**config.mk**
```make
export PLATFORM = sky130hd
export DESIGN_NAME = power_mode_controller
export DESIGN_NICKNAME = d
export VERILOG_FILES = /design/src/inc/pmc_pkg.sv /design/src/rtl/power_mode_controller.sv
export SDC_FILE = /design/constraint.sdc
export NUM_CORES = 1
export LEC_CHECK = 0
export ABC_AREA = 1
export BUFFER_PORTS_ARGS = -buffer_cell sky130_fd_sc_hd__buf_2
export CORE_MARGIN = 2
export CORE_UTILIZATION = 30
export CTS_CLUSTER_DIAMETER = 100
export DETAILED_ROUTE_END_ITERATION = 8
export GPL_TIMING_DRIVEN = 0
export SETUP_SLACK_MARGIN = 0.05
export SYNTH_ARGS = -nofsm -noshare
export SYNTH_HDL_FRONTEND = slang
export SYNTH_SLANG_ARGS = --single-unit
export TNS_END_PERCENT = 5
```
**constraint.sdc**
```tcl
create_clock -name aclk -period 2.61 [get_ports aclk]
set_clock_uncertainty 0.1 [all_clocks]
set_input_delay 0.261 -clock aclk [delete_from_list [all_inputs] [get_ports aclk]]
set_output_delay 0.261 -clock aclk [all_outputs]
set_load 0.005 [all_outputs]
```
**src/inc/pmc_pkg.sv**
```systemverilog
/*
  Package for the power mode controller: register map, field layout,
  reset values, key values and the structs that carry its signals.
  Assumes a 32-bit AXI4-Lite register bus; offsets are byte addresses.
*/
package pmc_pkg;

  ////////////////////////////////////////////////////////////////////////////
  // register map
  localparam logic [31:0] MODE_SELECT_ADDR = 32'h4000_2400;
  localparam logic [31:0] UNLOCK_KEY_ADDR  = 32'h4000_2404;
  localparam logic [31:0] DEBUG_HOLD_ADDR  = 32'h4000_2408;
  localparam logic [31:0] STATUS_ADDR      = 32'h4000_240C;

  // field layout and reset values
  localparam int          MODE_LSB         = 0;
  localparam int          MODE_MSB         = 1;
  localparam int          REG_WIDTH        = 16;
  localparam logic [1:0]  MODE_RESET       = 2'h0;
  localparam logic [15:0] KEY_RESET        = 16'h0000;
  localparam logic [15:0] KEY_FIRST        = 16'h4859;
  localparam logic [15:0] KEY_SECOND       = 16'hF27B;
  localparam logic [1:0]  RESP_OKAY        = 2'h0;
  localparam logic [1:0]  RESP_SLVERR      = 2'h2;

  // power modes
  typedef enum logic [1:0] {
    MODE_ACTIVE     = 2'h0,
    MODE_CORE_GATED = 2'h1,
    MODE_BUS_GATED  = 2'h2,
    MODE_HIBERNATE  = 2'h3
  } power_mode_t;

  // clock and power controls towards the chip
  typedef struct packed {
    logic core_clk_en;
    logic bus_clk_en;
    logic periph_clk_en;
    logic free_clk_en;
    logic logic_power_en;
    logic retain;
    logic auto_gate_en;
  } power_ctrl_t;

  // sleep and wake signals from the core and interrupt controller
  typedef struct packed {
    logic core_sleeping;
    logic deep_sleep;
    logic in_handler;
    logic wake_irq;
    logic wake_irq_higher;
    logic wake_hib_source;
  } core_status_t;

endpackage : pmc_pkg

```
**src/rtl/power_mode_controller.sv**
```systemverilog
/*
  Power mode controller: key-protected mode register behind AXI4-Lite,
  a sleep-state machine that gates core, bus and free-running clocks,
  and the hibernate power and retention controls.
  Assumes the core reports sleep on core_status and wake events arrive
  synchronous to aclk; debug hold bits are cleared by por_n only.
*/
// The AXI4-Lite interface to the registers was left to the implementer.
// Function
// - any wake from a low-power mode returns to active with everything clocked
// - mode 1 after core sleep gates only the core clock
// - mode 1 keeps free-running clock on; wake comes via interrupt controller
// - mode 2 after core sleep gates system bus and peripheral bus clocks
// - mode 2 keeps free-running clock for the interrupt controller
// - mode 3 removes logic power, retains state, stops free-running clock; here only on deep sleep, else it gates as mode 2
// - hibernate is left only by the fixed hibernate wake sources; when entered in a handler, here only a higher priority irq leaves it
// - entered inside a handler, leave only on reset or higher priority irq
// - debug hold bits cleared only by power-on reset
// - wait-for-interrupt alone sleeps only the core when mode is active
// - automatic clock gating stays enabled in every mode
// - mode field bits 1:0, 00 active to 11 hibernate, reset 0
// - mode register changes only after two successive key writes
// - unlock is 0x4859 then 0xF27B to key register, then mode write
// - any other register write after the keys relocks the mode register
`timescale 1ns/10ps
module power_mode_controller
  import pmc_pkg::*;
(
  input  wire logic         aclk,
  input  wire logic         aresetn,
  input  wire logic         por_n,
  input  wire logic [31:0]  s_axi_awaddr,
  input  wire logic         s_axi_awvalid,
  output logic              s_axi_awready,
  input  wire logic [31:0]  s_axi_wdata,
  input  wire logic [3:0]   s_axi_wstrb,
  input  wire logic         s_axi_wvalid,
  output logic              s_axi_wready,
  output logic [1:0]        s_axi_bresp,
  output logic              s_axi_bvalid,
  input  wire logic         s_axi_bready,
  input  wire logic [31:0]  s_axi_araddr,
  input  wire logic         s_axi_arvalid,
  output logic              s_axi_arready,
  output logic [31:0]       s_axi_rdata,
  output logic [1:0]        s_axi_rresp,
  output logic              s_axi_rvalid,
  input  wire logic         s_axi_rready,
  input  wire core_status_t core_status,
  output power_ctrl_t       power_ctrl,
  output logic              debug_hold
);

  ////////////////////////////////////////////////////////////////////////////
  // write channel capture: address and data taken in either order
  logic [31:0] aw_addr;
  logic        aw_held;
  logic [31:0] w_data;
  logic [1:0]  w_strb;
  logic        w_held;

  assign s_axi_awready = !aw_held && !s_axi_bvalid;
  assign s_axi_wready  = !w_held && !s_axi_bvalid;

  wire aw_take = s_axi_awvalid && s_axi_awready;
  wire w_take  = s_axi_wvalid && s_axi_wready;
  wire do_write = aw_held && w_held;

  // hold each channel until its partner arrives
  always_ff @(posedge aclk) begin
    if (!aresetn) begin
      aw_held <= 1'b0;
      w_held  <= 1'b0;
      aw_addr <= 32'h0000_0000;
      w_data  <= 32'h0000_0000;
      w_strb  <= 2'h0;
    end else begin
      if (aw_take) begin
        aw_held <= 1'b1;
        aw_addr <= s_axi_awaddr;
      end else if (do_write) begin
        aw_held <= 1'b0;
      end
      if (w_take) begin
        w_held <= 1'b1;
        w_data <= s_axi_wdata;
        w_strb <= s_axi_wstrb[1:0];
      end else if (do_write) begin
        w_held <= 1'b0;
      end
    end
  end

  // address decode for the write; a partial low half loads neither key nor mode
  wire [31:0] wa          = {aw_addr[31:2], 2'h0};
  wire        hit_mode_w  = wa == MODE_SELECT_ADDR;
  wire        hit_key_w   = wa == UNLOCK_KEY_ADDR;
  wire        hit_dbg_w   = wa == DEBUG_HOLD_ADDR;
  wire        hit_stat_w  = wa == STATUS_ADDR;
  wire        mapped_w    = hit_mode_w || hit_key_w || hit_dbg_w || hit_stat_w;
  wire        full_half   = w_strb == 2'h3;
  wire [15:0] wr_half     = w_data[15:0];

  ////////////////////////////////////////////////////////////////////////////
  // unlock sequence
  typedef enum logic [1:0] {
    KEY_LOCKED,
    KEY_HALF,
    KEY_OPEN
  } key_state_t;

  key_state_t  key_state;
  key_state_t  next_key_state;
  logic [15:0] key_reg;
  power_mode_t mode_reg;

  wire mode_write_ok = do_write && hit_mode_w && full_half && key_state == KEY_OPEN;

  // key walk: wrong key restarts, any other write relocks
  always_comb begin
    next_key_state = key_state;
    if (do_write) begin
      if (hit_key_w && full_half) begin
        case (key_state)
          KEY_LOCKED: next_key_state = (wr_half == KEY_FIRST) ? KEY_HALF : KEY_LOCKED;
          KEY_HALF: next_key_state = (wr_half == KEY_SECOND) ? KEY_OPEN :
                                     (wr_half == KEY_FIRST) ? KEY_HALF : KEY_LOCKED;
          default: next_key_state = (wr_half == KEY_FIRST) ? KEY_HALF : KEY_LOCKED;
        endcase
      end else begin
        next_key_state = KEY_LOCKED;
      end
    end
  end

  // key and mode registers
  always_ff @(posedge aclk) begin
    if (!aresetn) begin
      key_state <= KEY_LOCKED;
      key_reg   <= KEY_RESET;
      mode_reg  <= power_mode_t'(MODE_RESET);
    end else begin
      key_state <= next_key_state;
      if (do_write && hit_key_w && full_half) begin
        key_reg <= wr_half;
      end
      if (mode_write_ok) begin
        mode_reg <= power_mode_t'(wr_half[MODE_MSB:MODE_LSB]);
      end
    end
  end

  ////////////////////////////////////////////////////////////////////////////
  // debug hold bit: survives system reset, cleared by power-on only
  // por_n is taken synchronous; it must be held across at least one edge
  always_ff @(posedge aclk) begin
    if (!por_n) begin
      debug_hold <= 1'b0;
    end else if (do_write && hit_dbg_w && w_strb[0]) begin
      debug_hold <= w_data[0];
    end
  end

  ////////////////////////////////////////////////////////////////////////////
  // sleep state machine
  typedef enum logic [2:0] {
    ST_RUN,
    ST_CORE_GATED,
    ST_BUS_GATED,
    ST_HIBERNATE
  } sleep_state_t;

  sleep_state_t state;
  sleep_state_t next_state;
  logic         entered_in_handler;

  // a handler-time entry can only be left by a higher priority interrupt
  wire wake_irq_ok = entered_in_handler ? core_status.wake_irq_higher
                                        : core_status.wake_irq;
  wire wake_hib_ok = entered_in_handler ? core_status.wake_irq_higher
                                        : core_status.wake_hib_source;

  // mode active: plain core sleep never leaves run; debug hold blocks entry
  wire sleep_go = core_status.core_sleeping && !debug_hold;

  always_comb begin
    next_state = state;
    case (state)
      ST_RUN: begin
        if (sleep_go) begin
          case (mode_reg)
            MODE_CORE_GATED: next_state = ST_CORE_GATED;
            MODE_BUS_GATED:  next_state = ST_BUS_GATED;
            MODE_HIBERNATE:  next_state = core_status.deep_sleep ? ST_HIBERNATE
                                                                 : ST_BUS_GATED;
            default:         next_state = ST_RUN;
          endcase
        end
      end
      ST_CORE_GATED: next_state = wake_irq_ok ? ST_RUN : ST_CORE_GATED;
      ST_BUS_GATED:  next_state = wake_irq_ok ? ST_RUN : ST_BUS_GATED;
      ST_HIBERNATE:  next_state = wake_hib_ok ? ST_RUN : ST_HIBERNATE;
      default:       next_state = ST_RUN;
    endcase
  end

  always_ff @(posedge aclk) begin
    if (!aresetn) begin
      state              <= ST_RUN;
      entered_in_handler <= 1'b0;
    end else begin
      state <= next_state;
      if (state == ST_RUN && next_state != ST_RUN) begin
        entered_in_handler <= core_status.in_handler;
      end
    end
  end

  // clock and power enables from state; auto gating always on
  always_comb begin
    power_ctrl                = '0;
    power_ctrl.auto_gate_en   = 1'b1;
    power_ctrl.core_clk_en    = state == ST_RUN;
    power_ctrl.bus_clk_en     = state == ST_RUN || state == ST_CORE_GATED;
    power_ctrl.periph_clk_en  = state == ST_RUN || state == ST_CORE_GATED;
    power_ctrl.free_clk_en    = state != ST_HIBERNATE;
    power_ctrl.logic_power_en = state != ST_HIBERNATE;
    power_ctrl.retain         = state == ST_HIBERNATE;
  end

  ////////////////////////////////////////////////////////////////////////////
  // write response
  always_ff @(posedge aclk) begin
    if (!aresetn) begin
      s_axi_bvalid <= 1'b0;
      s_axi_bresp  <= RESP_OKAY;
    end else if (do_write) begin
      s_axi_bvalid <= 1'b1;
      s_axi_bresp  <= mapped_w ? RESP_OKAY : RESP_SLVERR;
    end else if (s_axi_bready) begin
      s_axi_bvalid <= 1'b0;
    end
  end

  ////////////////////////////////////////////////////////////////////////////
  // read channel: one cycle to data
  wire [31:0] ra         = {s_axi_araddr[31:2], 2'h0};
  wire [31:0] stat_word  = {27'h0, entered_in_handler, key_state == KEY_OPEN, state};
  wire [31:0] rd_word    = (ra == MODE_SELECT_ADDR) ? {30'h0, mode_reg} :
                           (ra == UNLOCK_KEY_ADDR)  ? {16'h0, key_reg} :
                           (ra == DEBUG_HOLD_ADDR)  ? {31'h0, debug_hold} :
                           (ra == STATUS_ADDR)      ? stat_word : 32'h0000_0000;
  wire        mapped_r   = ra == MODE_SELECT_ADDR || ra == UNLOCK_KEY_ADDR ||
                           ra == DEBUG_HOLD_ADDR || ra == STATUS_ADDR;

  assign s_axi_arready = !s_axi_rvalid;

  always_ff @(posedge aclk) begin
    if (!aresetn) begin
      s_axi_rvalid <= 1'b0;
      s_axi_rdata  <= 32'h0000_0000;
      s_axi_rresp  <= RESP_OKAY;
    end else if (s_axi_arvalid && s_axi_arready) begin
      s_axi_rvalid <= 1'b1;
      s_axi_rdata  <= rd_word;
      s_axi_rresp  <= mapped_r ? RESP_OKAY : RESP_SLVERR;
    end else if (s_axi_rready) begin
      s_axi_rvalid <= 1'b0;
    end
  end

  ////////////////////////////////////////////////////////////////////////////
  // checks
  property p_mode_locked;
    @(posedge aclk) disable iff (!aresetn)
      (key_state != KEY_OPEN) |=> $stable(mode_reg);
  endproperty
  a_mode_locked: assert property (p_mode_locked) else $error("mode changed while locked");

  property p_unlock_seq;
    @(posedge aclk) disable iff (!aresetn)
      (key_state == KEY_OPEN) |-> $past(key_state) inside {KEY_HALF, KEY_OPEN};
  endproperty
  a_unlock_seq: assert property (p_unlock_seq) else $error("unlock without first key");

  property p_relock;
    @(posedge aclk) disable iff (!aresetn)
      (do_write && !hit_key_w) |=> key_state == KEY_LOCKED;
  endproperty
  a_relock: assert property (p_relock) else $error("other write did not relock");

  property p_bad_key;
    @(posedge aclk) disable iff (!aresetn)
      (do_write && hit_key_w && full_half && wr_half != KEY_FIRST && wr_half != KEY_SECOND)
      |=> key_state == KEY_LOCKED;
  endproperty
  a_bad_key: assert property (p_bad_key) else $error("wrong key did not restart");

  property p_mode_readback;
    @(posedge aclk) disable iff (!aresetn)
      mode_write_ok |=> mode_reg == power_mode_t'($past(wr_half[1:0]));
  endproperty
  a_mode_readback: assert property (p_mode_readback) else $error("mode not stored");

  property p_core_gated;
    @(posedge aclk) disable iff (!aresetn)
      (state == ST_CORE_GATED) |-> !power_ctrl.core_clk_en && power_ctrl.bus_clk_en
                                   && power_ctrl.free_clk_en;
  endproperty
  a_core_gated: assert property (p_core_gated) else $error("mode 1 gating wrong");

  property p_bus_gated;
    @(posedge aclk) disable iff (!aresetn)
      (state == ST_BUS_GATED) |-> !power_ctrl.bus_clk_en && !power_ctrl.periph_clk_en
                                  && power_ctrl.free_clk_en;
  endproperty
  a_bus_gated: assert property (p_bus_gated) else $error("mode 2 gating wrong");

  property p_hibernate;
    @(posedge aclk) disable iff (!aresetn)
      (state == ST_HIBERNATE) |-> power_ctrl.retain && !power_ctrl.logic_power_en
                                  && !power_ctrl.free_clk_en;
  endproperty
  a_hibernate: assert property (p_hibernate) else $error("hibernate controls wrong");

  property p_wake;
    @(posedge aclk) disable iff (!aresetn)
      (state != ST_RUN && (state == ST_HIBERNATE ? wake_hib_ok : wake_irq_ok))
      |=> state == ST_RUN && power_ctrl.core_clk_en;
  endproperty
  a_wake: assert property (p_wake) else $error("wake did not return to active");

  property p_handler_wake;
    @(posedge aclk) disable iff (!aresetn)
      (state != ST_RUN && entered_in_handler && !core_status.wake_irq_higher)
      |=> $stable(state);
  endproperty
  a_handler_wake: assert property (p_handler_wake) else $error("handler sleep left early");

  property p_wfi_active;
    @(posedge aclk) disable iff (!aresetn)
      (state == ST_RUN && mode_reg == MODE_ACTIVE) |=> state == ST_RUN;
  endproperty
  a_wfi_active: assert property (p_wfi_active) else $error("active mode left run");

endmodule // power_mode_controller

```
==> metrics.md <==
| Metric | Value |
|---|---|
| F_max | `568 MHz` |
| Post-Route Setup TNS | `0 ns` |
| Hold Crit Class | `input pin to flop` |
| Area Growth Syn to Fin | `28.0%` |
| Die H | `124 um` |
| Port Buffers | `~120` |
| Reg power frac | `47.6%` |
| Setup Buffers After CTS | `0` |
| Pre-antenna DRT Iters | `5` |
| Vias/cell | `approximately 4.3` |
| Crit start category | `flop` |
| IO Count | `163` |
| CP Cell Sequence | `inv_1 -> nor3_2 -> inv_1 -> buf_4 -> buf_2` |
| Arrival @ worst endpoint | `1.40 ns` |
| GRT Total Usage | `15.1%` |
| Root Buffer | `clkbuf_16` |
| Commonest non-fill, non-tap cell in the layout | `buf_2` |
| Mapped cell area | `4310 um2` |
| Non-Filler Instances | `927` |
| Synth Warn # | `0` |
| Critical path capture point type | `output port` |
| Max-slew headroom | `54.1%` |
| Req. time, crit path | `2.25 ns` |
| Crit path max fanout | `4` |
| Syn_area_per_cell | `7.26 um2` |
| Clock sink total | `95` |
| TritonCTS buffer count | `9` |
| Flip-flop count of the largest register after layout | `30` |
| Routed wire length per instance | `12.1 um` |
| Sw power | `0.806 mW` |
| VDD IR max | `0.000299 V` |
| Clock buffer depth | `2` |
| Leakage | `2.54 nW` |
| RSZ-0062 raised after global routing | `false` |
| Crit path time final | `1.76 ns` |
| Slew @ Worst Pin | `0.689 ns` |
| Maxcap violations | `0` |
| Crit-path max cell delay | `0.40 ns` |
| Clock Latency Late Sink | `approximately 0.33 ns` |
| Int Power | `2.47 mW` |
| Initial Util | `between 30% and 40%` |
| Seq cells post-synth | `95` |
| Power per cell area | `595 nW/um2` |
| Nets | `between 800 and 900` |
| Chip Width | `~120 um` |
| Vias in the first global route | `3810` |
| Post-placement cell count | `912` |
| Most used cell, CP | `inv_1` |
| Routed wire length | `between 10 and 15 mm` |
| CTS tree | `yes` |
| CP max-delay cell | `dfxtp_1` |
| Status | `completed` |
| Most frequent cells in the layout | `123 x buf_2, 95 x dfxtp_1, 79 x nand2_1` |
| Clock-pin slew on the worst setup and hold paths | `0.07 ns` |
| Net Sw Frac | `~25%` |
| Sequential fraction of the synthesis area | `44.2%` |
| PostCTS Resize Cnt | `0` |
| Combinational fraction of design power | `11.9%` |
| Biggest register | `aw_addr` |
| Critical path class | `flop to output port` |
| Post-DP HPWL | `8.76 mm` |
| Synth Instances | `~590` |
| GRT Residual Overflow | `0` |
| Iter 0 DRT Violations | `232` |
| Largest net degree at the start of global routing | `16` |
| Antenna violations before repair | `0` |
| PnR worst setup slack | `about 0.85 ns` |
| Proportion of layout cells with a drive suffix above 1 | `28.0%` |
| Row count | `43` |
| DR DRC count | `0` |
| Power share of the clock group | `40.5%` |
| Setup violations, final | `0` |
| Global-route wire length before repair | `18.2 mm` |
| Area of the die | `15300 um2` |
| Core box area | `13900 um2` |
| Vias | `around 4000` |
| # hold bufs at CTS | `0` |
| Final hold vios | `0` |
| Final period utilization | `67.4%` |
| Slew Viols, Final | `0` |
| Pre-CTS setup slack | `0.801 ns` |
| H-tree depth | `3` |
| GP Congestion | `a little under 0.8` |
| Routed Antenna Nets | `0` |
| ANT cells | `0` |
| Unique cell type count in the Yosys netlist | `30` |
stage by stage:
stage          instance area (um2)  utilization, %  power (mW)  hold slack, ns
4_1_cts                       5510            39.5        3.31          0.0577
3_5_place_dp                  5200            37.3        1.98           0.339
5_1_grt                       5510            39.5        3.44           0.102
2_1_floorplan                 4370               -        1.82           0.281
3_3_place_gp                  5200            37.3        1.98           0.332
6_report                      5510            39.5        3.28          0.0683
worst max-delay path: cells and delay by family (launching register included):
kind | cells | cell delay [ns]
DFF | 1 | 0.40
and+or+nand+nor | 1 | 0.22
buffers and inverters | 4 | 0.45
layer usage:
| layer | GRT usage (%) | wire length [um] |
|---|---|---|
| met1 | 20.7 | 5340 |
| met2 | 24.6 | 5000 |
| met3 | 2.29 | 773 |
| met4 | 4.12 | 121 |
| met5 | 0 | 0 |
power groups by stage:
stage	combinational (mW)	sequential (mW)	clock [mW]
final	0.389	1.56	1.33
after global routing	0.454	1.57	1.42
after CTS	0.393	1.56	1.36
after detailed placement	0.391	1.59	0
after global placement	0.388	1.59	0
after floorplan	0.238	1.59	0
final cells by class:
type / instances / area, um2
fill: 1495 / 8420
sequential: 95 / 1900
multi-input combinational: 385 / 1880
timing repair buffer: 121 / 606
inverter: 87 / 327
buffer: 44 / 269
clock buffer: 11 / 253
tap: 180 / 225
clock inverter: 4 / 53.8
synthesized netlist by cell type, drive strengths merged:
cell    number  area [um2]
o21a         1        7.51
nor4         2        12.5
nand2       93         389
o21ai       68         340
nand3       27         140
conb         2        7.51
nor2        69         318
clkbuf      16        60.1
dfxtp       95        1900
and2         1        7.51
buf         28         209
inv         87         327
or2          1        6.26
a21oi       84         458
nand4       13        81.3
nor3         6        40.0
final timing paths:
kind / startpoint / endpoint / slack, ns / cells past startpoint
worst max-delay path: state[1] / power_ctrl[3] / 0.85 / 5
worst min-delay path: s_axi_bready / s_axi_bvalid / 0.07 / 4
worst max register to register: s_axi_rvalid / s_axi_rdata[5] / 0.99 / 8
worst min register to register: aw_addr[9] / aw_addr[9] / 0.34 / 2
cells by family after synthesis:
family / Yosys count / share of synthesized area [%]
DFF: 95 / 44.2
other: 2 / 0.174
and+or+nand+nor: 212 / 23.1
AOI/OAI and AO/OA: 153 / 18.7
buffers and inverters: 131 / 13.8
Power figures use the tool's default switching activity.
